`src/hw/lcdr_pkg.sv`:
```
// Constants shared by the LCD display command register bank.
// How it works
// - Six-bit start line from two writes.
// - Rows scan upward from start line.
// - Six-bit alternation count, period code plus one.
// - Alternation every n lines or per frame.
// - Control one holds on, all-on, segment, scan.
// - All-on lights every dot, beats reverse.
// - Segment off drives segment pins to ground.
// - Scan bit picks forward or backward commons.
// - Control two holds reverse, n-line, swap, order.
// - Segment order mirrors column and bit order.
// - Segment RAM mirrors column, keeps bit order.
// - Swap bit-reverses bytes written to graphic RAM.
// - Reverse bit swaps which RAM level lights.
// - Step control holds mode, row, column bits.
// - Mode picks stepping on all accesses or writes.
// - Row and column bits select stepping pattern.
// - Column steps up, or down when mirrored.
// - Row steps cyclically 00H to 3FH.
// - Cooperative mode bumps row at column 0FH, or 00H when mirrored.
package lcdr_pkg;

    // ****************************************************************
    // Command codes carried in the upper nibble of a register write.
    // ****************************************************************
    localparam logic [3:0] CMD_COL_ADDR = 4'h0;
    localparam logic [3:0] CMD_ROW_LOW = 4'h2;
    localparam logic [3:0] CMD_ROW_HIGH = 4'h3;
    localparam logic [3:0] CMD_START_LOW = 4'h4;
    localparam logic [3:0] CMD_START_HIGH = 4'h5;
    localparam logic [3:0] CMD_ALT_LOW = 4'h6;
    localparam logic [3:0] CMD_ALT_HIGH = 4'h7;
    localparam logic [3:0] CMD_DISP_ONE = 4'h8;
    localparam logic [3:0] CMD_DISP_TWO = 4'h9;
    localparam logic [3:0] CMD_STEP_CTL = 4'hA;
    localparam logic [3:0] CMD_READ_ADDR = 4'hC;

    // ****************************************************************
    // Field positions inside the control registers.
    // ****************************************************************
    localparam int DC1_GRAPHIC_ON = 0;
    localparam int DC1_FORCE_ALL_LIT = 1;
    localparam int DC1_SEGMENT_ENABLE = 2;
    localparam int DC1_SCAN_REVERSE = 3;
    localparam int SRC_INTERNAL = 0;
    localparam int SRC_EXTERNAL = 1;
    localparam int DC2_SEGMENT_ORDER = 0;
    localparam int DC2_WRITE_SWAP = 1;
    localparam int DC2_NLINE_ENABLE = 2;
    localparam int DC2_INVERT_DISPLAY = 3;
    localparam int STEP_COL = 0;
    localparam int STEP_ROW = 1;
    localparam int STEP_MODE = 2;

    // ****************************************************************
    // Reset values and address limits.
    // ****************************************************************
    localparam logic [3:0] RESET_NIBBLE = 4'h0;
    localparam logic [3:0] RESET_READ_ADDR = 4'hC;
    localparam logic [3:0] COL_LAST = 4'hF;
    localparam logic [6:0] ROW_GRAPHIC_LAST = 7'h3F;
    localparam logic [6:0] ROW_SEGMENT_FIRST = 7'h40;
    localparam int LINE_COUNT_DEFAULT = 64;

endpackage : lcdr_pkg

```
`src/hw/lcdr_addr_step.sv`:
```
// Next-address calculation for the display RAM column and row counters.
`timescale 1ns/1ps
module lcdr_addr_step
    import lcdr_pkg::*;
(
    // Present counters.
    input wire logic [3:0] col,
    input wire logic [6:0] row,
    // Stepping selection.
    input wire logic step_col,
    input wire logic step_row,
    input wire logic mirrored,
    // Next counters.
    output logic [3:0] col_next,
    output logic [6:0] row_next
);

    // ****************************************************************
    // Stepping logic.
    // ****************************************************************

    // Column end that closes one sweep in the current direction.
    logic [3:0] col_end;

    // Computes the next column and row for one access.
    always_comb begin
        col_end = mirrored ? 4'h0 : COL_LAST;
        col_next = col;
        row_next = row;
        if (step_col) begin
            // Wraps in both directions through the four-bit width.
            col_next = mirrored ? col - 4'h1 : col + 4'h1;
        end
        if (step_row && (!step_col || col == col_end)) begin
            // Row wraps from 3FH back to 00H regardless of order.
            row_next = (row == ROW_GRAPHIC_LAST) ? 7'h00 : row + 7'h01;
        end
    end

endmodule // lcdr_addr_step

```
`src/hw/lcdr_ctrl_regs.sv`:
```
// Command register bank, RAM address stepping and display control outputs.
`timescale 1ns/1ps
module lcdr_ctrl_regs
    import lcdr_pkg::*;
#(
    parameter int LINE_COUNT = LINE_COUNT_DEFAULT
)
(
    // Clock and reset.
    input wire logic CLK_SYS,
    input wire logic RST,
    // Host parallel bus.
    input wire logic CHIP_SELECT_N,
    input wire logic REGISTER_SELECT,
    input wire logic WRITE_STROBE_N,
    input wire logic READ_STROBE_N,
    input wire logic EXTENDED_FLAG,
    input wire logic [7:0] DATA_IN,
    output logic [7:0] DATA_OUT,
    output logic DATA_OE,
    // Display RAM port.
    input wire logic [7:0] RAM_RDATA,
    output logic RAM_WE,
    output logic RAM_RE,
    output logic [3:0] RAM_COL,
    output logic [6:0] RAM_ROW,
    output logic [7:0] RAM_WDATA,
    // Display timing and pixel path.
    input wire logic LINE_TICK,
    input wire logic PIXEL_DATA,
    output logic [5:0] ROW_ADDR,
    output logic [5:0] COM_INDEX,
    output logic ALT_SIGNAL,
    output logic DOT_LIT,
    output logic SEGMENT_GROUND,
    // Control settings seen by the drivers.
    output logic [5:0] START_LINE,
    output logic [5:0] ALT_COUNT,
    output logic GRAPHIC_ON,
    output logic FORCE_ALL_LIT,
    output logic SEGMENT_ENABLE,
    output logic SCAN_REVERSE,
    output logic SEGMENT_INTERNAL_SOURCE,
    output logic SEGMENT_EXTERNAL_SOURCE,
    output logic INVERT_DISPLAY,
    output logic NLINE_ALTERNATION_ENABLE,
    output logic WRITE_SWAP,
    output logic SEGMENT_ORDER
);

    // ****************************************************************
    // Elaboration checks.
    // ****************************************************************

    // The line counter is six bits wide, so more than 64 lines cannot be served.
    if (LINE_COUNT < 2 || LINE_COUNT > 64) begin : g_bad_lines
        $error("LINE_COUNT must lie between 2 and 64");
    end

    localparam logic [5:0] LINE_LAST = 6'(LINE_COUNT - 1);

    // ****************************************************************
    // State.
    // ****************************************************************

    // Whole module state held in one record.
    typedef struct packed {
        logic wr_prev;          // Write strobe seen active last cycle.
        logic rd_prev;          // Read strobe seen active last cycle.
        logic [3:0] sl_lo;      // Start line low nibble.
        logic [1:0] sl_hi;      // Start line high part.
        logic [3:0] ac_lo;      // Alternation count low nibble.
        logic [1:0] ac_hi;      // Alternation count high part.
        logic [3:0] dc1;        // Display control one.
        logic [1:0] seg_src;    // Segment source bits.
        logic [3:0] dc2;        // Display control two.
        logic [2:0] step_ctl;   // Address step control.
        logic [3:0] col;        // Host column counter.
        logic [6:0] row;        // Host row counter.
        logic [3:0] rd_addr;    // Register readback selector.
        logic [7:0] dout;       // Data returned to the host.
        logic doe;              // Host data bus drive enable.
        logic ram_we;           // RAM write pulse.
        logic ram_re;           // RAM read pulse.
        logic [3:0] ram_col;    // Internal RAM column.
        logic [6:0] ram_row;    // Internal RAM row.
        logic [7:0] ram_wdata;  // Internal RAM write byte.
        logic [5:0] line;       // Current scan line within the frame.
        logic [5:0] alt_cnt;    // Lines since last alternation.
        logic alt_sig;          // Alternating drive signal.
        logic [5:0] row_addr;   // RAM line shown on the current common.
        logic [5:0] com_idx;    // Common output being driven.
        logic dot_lit;          // Lit state of the current dot.
        logic seg_gnd;          // Segment pins held at ground.
    } lcdr_state_t;

    lcdr_state_t state_q;
    lcdr_state_t state_d;

    // Combined settings read by several processes.
    logic [5:0] start_line;
    logic [5:0] alt_count;
    logic mirrored;
    assign start_line = {state_q.sl_hi, state_q.sl_lo};
    assign alt_count = {state_q.ac_hi, state_q.ac_lo};
    assign mirrored = state_q.dc2[DC2_SEGMENT_ORDER];

    // ****************************************************************
    // Address stepping.
    // ****************************************************************

    logic [3:0] col_next;
    logic [6:0] row_next;
    logic step_col;
    logic step_row;

    lcdr_addr_step u_step (
        .col(state_q.col),
        .row(state_q.row),
        .step_col(step_col),
        .step_row(step_row),
        .mirrored(mirrored),
        .col_next(col_next),
        .row_next(row_next)
    );

    // ****************************************************************
    // Helpers.
    // ****************************************************************

    // Reverses the bit order of a byte.
    function automatic logic [7:0] flip_byte(input logic [7:0] b);
        logic [7:0] r;
        r = 8'h00;
        for (int i = 0; i < 8; i++) begin
            r[i] = b[7 - i];
        end
        return r;
    endfunction

    // ****************************************************************
    // Next-state logic.
    // ****************************************************************

    // Host access events, RAM mapping, register writes and scan timing.
    always_comb begin
        logic wr_act;
        logic rd_act;
        logic wr_ev;
        logic rd_ev;
        logic graphic;
        logic access_steps;
        logic [3:0] cmd;
        logic [3:0] arg;
        logic [5:0] line_next;
        wr_act = !CHIP_SELECT_N && !WRITE_STROBE_N;
        rd_act = !CHIP_SELECT_N && !READ_STROBE_N;
        wr_ev = wr_act && !state_q.wr_prev;
        rd_ev = rd_act && !state_q.rd_prev;
        graphic = state_q.row < ROW_SEGMENT_FIRST;
        cmd = DATA_IN[7:4];
        arg = DATA_IN[3:0];
        line_next = state_q.line;
        state_d = state_q;
        state_d.wr_prev = wr_act;
        state_d.rd_prev = rd_act;
        state_d.ram_we = 1'b0;
        state_d.ram_re = 1'b0;
        state_d.doe = rd_act;
        step_col = 1'b0;
        step_row = 1'b0;

        // Stepping applies to graphic RAM only; read steps only when mode is clear.
        access_steps = graphic && !REGISTER_SELECT
                       && (wr_ev || (rd_ev && !state_q.step_ctl[STEP_MODE]));
        if (access_steps) begin
            // Neither bit set means no stepping at all.
            step_col = state_q.step_ctl[STEP_COL];
            step_row = state_q.step_ctl[STEP_ROW];
        end

        // RAM access: register select low reaches display RAM.
        if (!REGISTER_SELECT && (wr_ev || rd_ev)) begin
            // Mirrored order maps column n to 0FH minus n for both RAM areas.
            state_d.ram_col = mirrored ? COL_LAST - state_q.col : state_q.col;
            state_d.ram_row = state_q.row;
            state_d.ram_we = wr_ev;
            state_d.ram_re = rd_ev;
            if (graphic) begin
                // Swap and mirrored order each reverse the byte; both cancel.
                state_d.ram_wdata = (state_q.dc2[DC2_WRITE_SWAP] ^ mirrored) ? flip_byte(DATA_IN) : DATA_IN;
            end else begin
                // Segment RAM keeps its bit order in every mode.
                state_d.ram_wdata = DATA_IN;
            end
            state_d.col = col_next;
            state_d.row = row_next;
        end

        // RAM read data returns one cycle after the read pulse.
        if (state_q.ram_re) begin
            if (state_q.ram_row < ROW_SEGMENT_FIRST && mirrored) begin
                state_d.dout = flip_byte(RAM_RDATA);
            end else begin
                state_d.dout = RAM_RDATA;
            end
        end

        // Register writes with register select high.
        if (REGISTER_SELECT && wr_ev) begin
            unique case (cmd)
                CMD_COL_ADDR: begin
                    state_d.col = arg;
                end
                CMD_ROW_LOW: begin
                    state_d.row[3:0] = arg;
                end
                CMD_ROW_HIGH: begin
                    state_d.row[6:4] = arg[2:0];
                end
                CMD_START_LOW: begin
                    state_d.sl_lo = arg;
                end
                CMD_START_HIGH: begin
                    state_d.sl_hi = arg[1:0];
                end
                CMD_ALT_LOW: begin
                    state_d.ac_lo = arg;
                end
                CMD_ALT_HIGH: begin
                    state_d.ac_hi = arg[1:0];
                end
                CMD_DISP_ONE: begin
                    if (EXTENDED_FLAG) begin
                        // Extended page holds the segment source bits.
                        state_d.seg_src = arg[1:0];
                    end else begin
                        state_d.dc1 = arg;
                    end
                end
                CMD_DISP_TWO: begin
                    state_d.dc2 = arg;
                end
                CMD_STEP_CTL: begin
                    // Counters are left as they are; the host reloads them.
                    state_d.step_ctl = arg[2:0];
                end
                CMD_READ_ADDR: begin
                    state_d.rd_addr = arg;
                end
                default: begin
                    // Codes outside this bank are ignored here.
                end
            endcase
        end

        // Register readback through the selected read address.
        if (REGISTER_SELECT && rd_ev) begin
            unique case (state_q.rd_addr)
                CMD_COL_ADDR: state_d.dout = {4'h0, state_q.col};
                CMD_ROW_LOW: state_d.dout = {4'h0, state_q.row[3:0]};
                CMD_ROW_HIGH: state_d.dout = {5'h00, state_q.row[6:4]};
                CMD_START_LOW: state_d.dout = {4'h0, state_q.sl_lo};
                CMD_START_HIGH: state_d.dout = {6'h00, state_q.sl_hi};
                CMD_ALT_LOW: state_d.dout = {4'h0, state_q.ac_lo};
                CMD_ALT_HIGH: state_d.dout = {6'h00, state_q.ac_hi};
                CMD_DISP_ONE: state_d.dout = EXTENDED_FLAG ? {6'h00, state_q.seg_src} : {4'h0, state_q.dc1};
                CMD_DISP_TWO: state_d.dout = {4'h0, state_q.dc2};
                CMD_STEP_CTL: state_d.dout = {5'h00, state_q.step_ctl};
                CMD_READ_ADDR: state_d.dout = {4'h0, state_q.rd_addr};
                default: state_d.dout = 8'h00;
            endcase
        end

        // Scan timing advances on each line tick.
        if (LINE_TICK) begin
            line_next = (state_q.line == LINE_LAST) ? 6'h00 : state_q.line + 6'h01;
            state_d.line = line_next;
            if (state_q.dc2[DC2_NLINE_ENABLE]) begin
                // Code k gives an inversion every k plus one lines.
                if (state_q.alt_cnt >= alt_count) begin
                    state_d.alt_cnt = 6'h00;
                    state_d.alt_sig = !state_q.alt_sig;
                end else begin
                    state_d.alt_cnt = state_q.alt_cnt + 6'h01;
                end
            end else begin
                // Without n-line drive the signal flips once per frame.
                state_d.alt_cnt = 6'h00;
                if (state_q.line == LINE_LAST) begin
                    state_d.alt_sig = !state_q.alt_sig;
                end
            end
        end

        // Shown RAM line climbs from the start line on the first common.
        state_d.row_addr = start_line + state_q.line;
        // Scan direction runs commons forward or backward.
        state_d.com_idx = state_q.dc1[DC1_SCAN_REVERSE] ? LINE_LAST - state_q.line : state_q.line;

        // All-on outranks reverse; off blanks the graphic area.
        state_d.dot_lit = state_q.dc1[DC1_GRAPHIC_ON]
                          && (state_q.dc1[DC1_FORCE_ALL_LIT] || (PIXEL_DATA ^ state_q.dc2[DC2_INVERT_DISPLAY]));
        // Segment display off holds its pins at ground.
        state_d.seg_gnd = !state_q.dc1[DC1_SEGMENT_ENABLE];
    end

    // ****************************************************************
    // State register.
    // ****************************************************************

    // Registers the whole state; every control field clears at reset except the read address, which loads 0CH.
    always_ff @(posedge CLK_SYS) begin
        if (RST) begin
            state_q <= '0;
            state_q.rd_addr <= RESET_READ_ADDR;
            state_q.dc1 <= RESET_NIBBLE;
            state_q.dc2 <= RESET_NIBBLE;
            state_q.seg_gnd <= 1'b1;
        end else begin
            state_q <= state_d;
        end
    end

    // ****************************************************************
    // Outputs, each taken straight from the state register.
    // ****************************************************************

    assign DATA_OUT = state_q.dout;
    assign DATA_OE = state_q.doe;
    assign RAM_WE = state_q.ram_we;
    assign RAM_RE = state_q.ram_re;
    assign RAM_COL = state_q.ram_col;
    assign RAM_ROW = state_q.ram_row;
    assign RAM_WDATA = state_q.ram_wdata;
    assign ROW_ADDR = state_q.row_addr;
    assign COM_INDEX = state_q.com_idx;
    assign ALT_SIGNAL = state_q.alt_sig;
    assign DOT_LIT = state_q.dot_lit;
    assign SEGMENT_GROUND = state_q.seg_gnd;
    assign START_LINE = {state_q.sl_hi, state_q.sl_lo};
    assign ALT_COUNT = {state_q.ac_hi, state_q.ac_lo};
    assign GRAPHIC_ON = state_q.dc1[DC1_GRAPHIC_ON];
    assign FORCE_ALL_LIT = state_q.dc1[DC1_FORCE_ALL_LIT];
    assign SEGMENT_ENABLE = state_q.dc1[DC1_SEGMENT_ENABLE];
    assign SCAN_REVERSE = state_q.dc1[DC1_SCAN_REVERSE];
    assign SEGMENT_INTERNAL_SOURCE = state_q.seg_src[SRC_INTERNAL];
    assign SEGMENT_EXTERNAL_SOURCE = state_q.seg_src[SRC_EXTERNAL];
    assign INVERT_DISPLAY = state_q.dc2[DC2_INVERT_DISPLAY];
    assign NLINE_ALTERNATION_ENABLE = state_q.dc2[DC2_NLINE_ENABLE];
    assign WRITE_SWAP = state_q.dc2[DC2_WRITE_SWAP];
    assign SEGMENT_ORDER = state_q.dc2[DC2_SEGMENT_ORDER];

endmodule // lcdr_ctrl_regs

```
`config.mk`:
```
export PLATFORM = sky130hd
export DESIGN_NAME = lcdr_ctrl_regs
export DESIGN_NICKNAME = d
export VERILOG_FILES = /design/src/hw/lcdr_pkg.sv /design/src/hw/lcdr_addr_step.sv /design/src/hw/lcdr_ctrl_regs.sv
export SDC_FILE = /design/constraint.sdc
export NUM_CORES = 1
export LEC_CHECK = 0
export ABC_AREA = 1
export BUFFER_PORTS_ARGS = -buffer_cell sky130_fd_sc_hd__buf_2
export CORE_UTILIZATION = 50
export DETAILED_ROUTE_END_ITERATION = 16
export PLACE_DENSITY = 0.72
export SYNTH_ARGS = -nofsm -noshare
export SYNTH_HDL_FRONTEND = slang
export SYNTH_SLANG_ARGS = --single-unit
```
`constraint.sdc`:
```
create_clock -name CLK_SYS -period 3.9 [get_ports CLK_SYS]
set_clock_uncertainty 0.2 [all_clocks]
set_input_delay 0.78 -clock CLK_SYS [delete_from_list [all_inputs] [get_ports CLK_SYS]]
set_output_delay 0.78 -clock CLK_SYS [all_outputs]
set_load 0.01 [all_outputs]
```
# ---- Word-level counts from Yosys, hierarchy flattened
# Cells that the tools add are included.
dict set report word_totals {
  register_bits 98
  word_cells 134
}
dict set report op_classes {
  add_sub_neg 8
  muxes 27
  n_bitwise 4
  n_reduce_logical 42
  order_cmp 3
  eq_ne 24
}
# operator n
set ops {}
lappend ops {{4-bit one-hot mux with 11 select lines} 1}
lappend ops {{8-bit 2-to-1 mux} 5}
lappend ops {{4-bit by 3-bit == test with 1-bit output, second input constant} 8}
lappend ops {{4-bit == test, second input constant} 8}
lappend ops {{4-bit 2-to-1 mux} 8}
lappend ops {{7-bit 2-to-1 mux} 3}
lappend ops {{6-bit 2-to-1 mux} 3}
lappend ops {{4-bit by 2-bit == test with 1-bit output, second input constant} 4}
lappend ops {{15-bit 2-to-1 mux} 1}
lappend ops {{7-bit less-than comparator, second input constant} 2}
lappend ops {{2-bit AND reduction} 7}
lappend ops {{1-bit logical AND} 13}
lappend ops {{6-bit by 1-bit adder with 6-bit output, second input constant} 2}
lappend ops {{11-bit 2-to-1 mux} 1}
lappend ops {{1-bit zero test} 10}
lappend ops {{3-bit AND reduction} 3}
lappend ops {{4-bit zero test} 2}
lappend ops {{7-bit by 1-bit adder with 7-bit output, second input constant} 1}
lappend ops {{7-bit by 6-bit == test with 1-bit output, second input constant} 1}
lappend ops {{6-bit adder} 1}
lappend ops {{6-bit == test, second input constant} 1}
lappend ops {{6-bit >= comparator} 1}
lappend ops {{6-bit subtractor, first input constant} 1}
lappend ops {{4-bit by 1-bit adder with 4-bit output, second input constant} 1}
lappend ops {{11 further kinds} 20}

# ---- Longest topological paths before layout
dict set report depth {
  word_depth 14
  ltp_mapped 10
}

# ---- Hierarchy
# A second synthesis with hierarchy kept.
dict set report hier_totals {
  cells_unflattened 792
  hier_area_um2 5460.2
}
# mod cells_each area_each_um2 n_inst
set modules_own_cells {}
lappend modules_own_cells {lcdr_ctrl_regs 720 5074.9 1}
lappend modules_own_cells {lcdr_addr_step 72 385.4 1}

# ---- Worst setup path before layout
# OpenSTA, ideal clock, no wires.
dict set report synth_timing {
  path_kind {in2reg}
  startpoint {in CHIP_SELECT_N}
  endpoint {reg state_q[68] (netlist bit)}
  t_arrival_ns 1.595
  path_slack_ns 1.996
  path_buffers 0
  stages 8
  cell_sequence {nor2_4 > nand3_4 > clkinv_2 > nand3_1 > o21ai_0 > inv_1 > nand2_1 > inv_1}
}
dict set report synth_between {
  elab_chain_len 11
  elab_cells_between_ends 16
}
# item line_no
set synth_lines {}
lappend synth_lines {{from (decl)} lcdr_ctrl_regs.sv:13} ;# input wire logic CHIP_SELECT_N,
lappend synth_lines {{1-bit zero test (*)} {lcdr_ctrl_regs.sv:156, lcdr_ctrl_regs.sv:157}}
lappend synth_lines {{1-bit logical AND} lcdr_ctrl_regs.sv:157} ;# rd_act = !CHIP_SELECT_N && !READ_STROBE_N;
lappend synth_lines {{1-bit logical AND} lcdr_ctrl_regs.sv:159} ;# rd_ev = rd_act && !state_q.rd_prev;
lappend synth_lines {{1-bit logical AND} lcdr_ctrl_regs.sv:175} ;# && (wr_ev || (rd_ev && !state_q.step_ctl[STEP_MODE]));
lappend synth_lines {{1-bit logical OR} lcdr_ctrl_regs.sv:175}
lappend synth_lines {{1-bit logical AND} lcdr_ctrl_regs.sv:175}
lappend synth_lines {{1-bit 2-to-1 mux} lcdr_ctrl_regs.sv:176} ;# if (access_steps) begin
lappend synth_lines {{4-bit 2-to-1 mux} lcdr_addr_step.sv:30} ;# if (step_col) begin
lappend synth_lines {{11-bit 2-to-1 mux} lcdr_ctrl_regs.sv:183} ;# if (!REGISTER_SELECT && (wr_ev || rd_ev)) begin
lappend synth_lines {{4-bit 2-to-1 mux} lcdr_ctrl_regs.sv:211} ;# unique case (cmd)
lappend synth_lines {{15-bit 2-to-1 mux (*)} lcdr_ctrl_regs.sv:210} ;# if (REGISTER_SELECT && wr_ev) begin
lappend synth_lines {{to (signal assigned)} lcdr_ctrl_regs.sv:321} ;# state_q <= state_d;
lappend synth_lines {{to (decl)} lcdr_ctrl_regs.sv:97} ;# lcdr_state_t state_q;
# Every way passes the cells marked *; elsewhere a longest branch is shown, timed or not.
# A chain may end at the register's enable or synchronous reset.

# ---- Final worst setup path
dict set report layout_timing {
  startpoint {reg state_q, in the netlist SEGMENT_ORDER}
  endpoint {reg state_q[61] (netlist bit)}
}
dict set report layout_between {
  elab_chain_len 8
}
# item line_no
set layout_lines {}
lappend layout_lines {{4-bit 2-to-1 mux (*)} lcdr_addr_step.sv:27} ;# col_end = mirrored ? 4'h0 : COL_LAST;
lappend layout_lines {{4-bit == test (*)} lcdr_addr_step.sv:34} ;# if (step_row && (!step_col || col == col_end)) begin
lappend layout_lines {{1-bit logical OR (*)} lcdr_addr_step.sv:34}
lappend layout_lines {{1-bit logical AND (*)} lcdr_addr_step.sv:34}
lappend layout_lines {{7-bit 2-to-1 mux (*)} lcdr_addr_step.sv:34}
lappend layout_lines {{11-bit 2-to-1 mux (*)} lcdr_ctrl_regs.sv:183}
lappend layout_lines {{4-bit 2-to-1 mux} lcdr_ctrl_regs.sv:211}
lappend layout_lines {{15-bit 2-to-1 mux (*)} lcdr_ctrl_regs.sv:210}
# Marked as above.

==> impl_metrics.csv <==
group,metric,value,unit
setup_path,worstRegToRegCells,9,
clocking,clockBufferDepth,2,
run,drv_cap,0,
drt,met3_wirelength,669,µm
yosys,synth_cell_type_count,37,
drt,viasPerCell,5.30,
setup_path,path_buf_inv,1,
setup_path,critical_path_depth,9,
setup_path,cp.required,3960,ps
clocking,numCtsBuffers,9,
global_route,grt_overflow,0,
drt,drt_wl_total,13200,µm
floorplan,placementRows,37,
global_route,grt_pass1_wl,21300,µm
yosys,synthCells,731,
power,powerDensity,334,nW/µm²
finish,n_antenna_cell,0,
clocking,cts.sinks,98,
yosys,ys_ff_latch,98,
setup_path,path_cells,"ha_1 > nand2_1 > inv_1 > nand3_1 > nand4_1 > nand3_1 > nand2_1 > nor2_1 > nor2_1",
sta,hold_viol_final,0,
place,port_buffers,91,
sta,min_period,2320,ps
finish,final_cell_mix,"116 x nand2_1, 98 x dfxtp_1, 91 x buf_2",
power,p_clk_share,35.7,%
setup_path,max_stage_delay,570,ps
floorplan,coreArea,10300,µm²
drt,drc,0,
setup_path,slowest_stage,"dfxtp_1",
global_route,grt_pass1_vias,4474,
yosys,async_reset_ff_share,0,%
power,switching_share,25.9,%
clocking,tritoncts,"yes",
drt,wl_met1,5690,µm
drt,dr_total_vias,4802,
power,p_int,0.00140,W
floorplan,die_h,105,µm
clocking,root_buffer,"clkbuf_8",
finish,area_growth,6.95,%
finish,drive_above_1_share,17.5,%
clocking,ctsResizeCount,0,
clocking,clock_latency,370,ps
global_route,track_usage,24.5,%
sta,tightest_slew,986,ps
floorplan,start_util,51.4,%
sta,fin_setup_tns,0,ps
sta,slew_viol_final,0,
power,p_comb_share,9.0,%
drt,top_layer_used,"met4",
sta,slew_headroom,33.8,%
place,pre_cts_slack,1480,ps
setup_path,crit_fanout,11,
hold_path,min_path_cells,1,
yosys,synth_edf_count,0,
drt,drt_iter0_drc,265,
place,gp_congestion,0.885,
place,dp.final_hpwl,9740,µm
drt,drt_first_pass_iters,7,
finish,layout_commonest_cell,"nand2_1",
power,pwr-share-seq,55.3,%
finish,fin_nets,808,
setup_path,end_kind,"flop",
clocking,htree_levels,3,
setup_path,crit_arrival,2380,ps
yosys,synth_ff_type,"dfxtp_1",
sta,timing.fmax,431,MHz
global_route,grt_antenna_before_repair,0,
floorplan,die_w,105,µm
drt,antenna_left,0,
sta,setup_violations,0,
sta,rsz0062_at_grt,"false",
yosys,netlist_area,5280,µm²
run_status,status,"finished, final reports clean",
power,vdd_ir_drop_max,207,µV
yosys,synth_seq_area_share,37.2,%
floorplan,io_pins,92,
sta,setup_ws,1580,ps
setup_path,crit_family,"simple AND/OR/NAND/NOR gates",
power,leakage,2.61,nW
drt,met2_length,6400,µm
clocking,cts_setup_buffers,0,
clocking,clk_pin_slew,100,ps
setup_path,cp-start-kind,"flop",
global_route,grt_start_max_net_pins,42,
floorplan,dieArea,11000,µm²
yosys,syn_nets,774,
sta,worst_hold_slack,248,ps
yosys,syn_area_per_cell,7.22,µm²
hold_path,min_path_type,"flop to flop",
yosys,yosys_warnings,0,
drt,wl_per_cell,14.5,µm
setup_path,path_class,"flop to flop",
sta,period_share,59.5,%
power,power.switching,0.000489,W
clocking,hold_buffers,0,
-- cells in the mapped netlist (2+ instances only) --
| library cell | number | area share [%] |
|---|---|---|
| nand2_1 | 116 | 8.3 |
| inv_1 | 69 | 4.9 |
| o21ai_1 | 2 | 0.19 |
| a311oi_1 | 4 | 0.66 |
| clkbuf_1 | 10 | 0.71 |
| clkinv_1 | 3 | 0.21 |
| buf_4 | 52 | 7.4 |
| fa_1 | 2 | 0.76 |
| o21bai_1 | 3 | 0.43 |
| o21ai_0 | 86 | 8.2 |
| ha_1 | 16 | 3.8 |
| nand2_2 | 6 | 0.71 |
| nand4_1 | 6 | 0.71 |
| a21oi_1 | 68 | 6.4 |
| nor2_1 | 83 | 5.9 |
| nand3_1 | 38 | 3.6 |
| nor3b_1 | 2 | 0.28 |
| a211oi_1 | 9 | 1.3 |
| dfxtp_1 | 98 | 37 |
| a31oi_1 | 2 | 0.24 |
| nor2_2 | 3 | 0.36 |
| inv_2 | 4 | 0.28 |
| nor3_1 | 9 | 0.85 |
| nor2_4 | 6 | 1.3 |
| xor2_1 | 6 | 1.0 |
| nor3_2 | 4 | 0.76 |
| buf_2 | 7 | 0.66 |
| xnor2_1 | 8 | 1.3 |
-- through the flow --
stage	total power, W	cell area [µm²]	utilization [%]	instances
2_1_floorplan	0.00119	5280	-	731
3_3_place_gp	0.00123	5450	53.0	890
3_5_place_dp	0.00123	5450	53.0	890
4_1_cts	0.00190	5640	54.9	906
5_1_grt	0.00196	5640	54.9	906
6_report	0.00189	5640	54.9	906
-- state kept, by name, indices dropped and copies added (netlist names), 4 cells and up --
signal,flops
ROW_ADDR,6
START_LINE,6
DATA_OUT,8
RAM_WDATA,8
ALT_COUNT,6
RAM_ROW,7
RAM_COL,4
state_q,31
COM_INDEX,6
-- power by group through the flow --
stage / combinational, W / sequential [W] / clock (W)
2_1_floorplan: 0.000130 / 0.00106 / 0
3_3_place_gp: 0.000164 / 0.00106 / 0
3_5_place_dp: 0.000168 / 0.00106 / 0
4_1_cts: 0.000169 / 0.00104 / 0.000686
5_1_grt: 0.000189 / 0.00105 / 0.000724
6_report: 0.000170 / 0.00104 / 0.000674
-- worst register-to-register path, cell delays in order (launching register included) --
cell and delay, ps:
dfxtp_1 570, ha_1 390, nand2_1 120, inv_1 40, nand3_1 90, nand4_1 380, nand3_1 210, nand2_1 60
nor2_1 110, nor2_1 50
-- metal layers --
| layer | vias up | GRT usage [%] |
|---|---|---|
| met4 | 0 | 11.5 |
| met1 | 2219 | 29.6 |
| met2 | 144 | 42.1 |
| met5 | - | 0 |
| met3 | 27 | 4.37 |
| li1 | 2412 | - |
-- logic make-up after synthesis --
kind of cell | after synthesis | share of synthesized area [%]
flip-flops | 98 | 37.2
buffers and inverters | 148 | 14.6
adder cells (fa/ha/maj) | 18 | 4.55
AO/OA/AOI/OAI | 176 | 17.7
AND/OR/NAND/NOR | 277 | 23.7
XOR/XNOR | 14 | 2.32
-- final timing paths --
path / start / end / slack, ps
worst max-delay path: SEGMENT_ORDER$_SDFFE_PP0P_ / state_q[61]$_SDFF_PP0_ / 1580
worst min register to register: SEGMENT_ENABLE$_SDFFE_PP0P_ / SEGMENT_GROUND$_SDFF_PP1_ / 250
worst max register to register: SEGMENT_ORDER$_SDFFE_PP0P_ / state_q[61]$_SDFF_PP0_ / 1580
worst min-delay path: SEGMENT_ENABLE$_SDFFE_PP0P_ / SEGMENT_GROUND$_SDFF_PP1_ / 250
-- area by class of cell --
| type | instances | area (µm²) |
|---|---|---|
| fill | 1061 | 4630 |
| multi-input combinational | 485 | 2550 |
| sequential | 98 | 1960 |
| timing repair buffer | 94 | 478 |
| inverter | 77 | 290 |
| tap | 136 | 170 |
| clock buffer | 12 | 145 |
| clock inverter | 4 | 51.3 |
(Power assumes the default switching activity.)
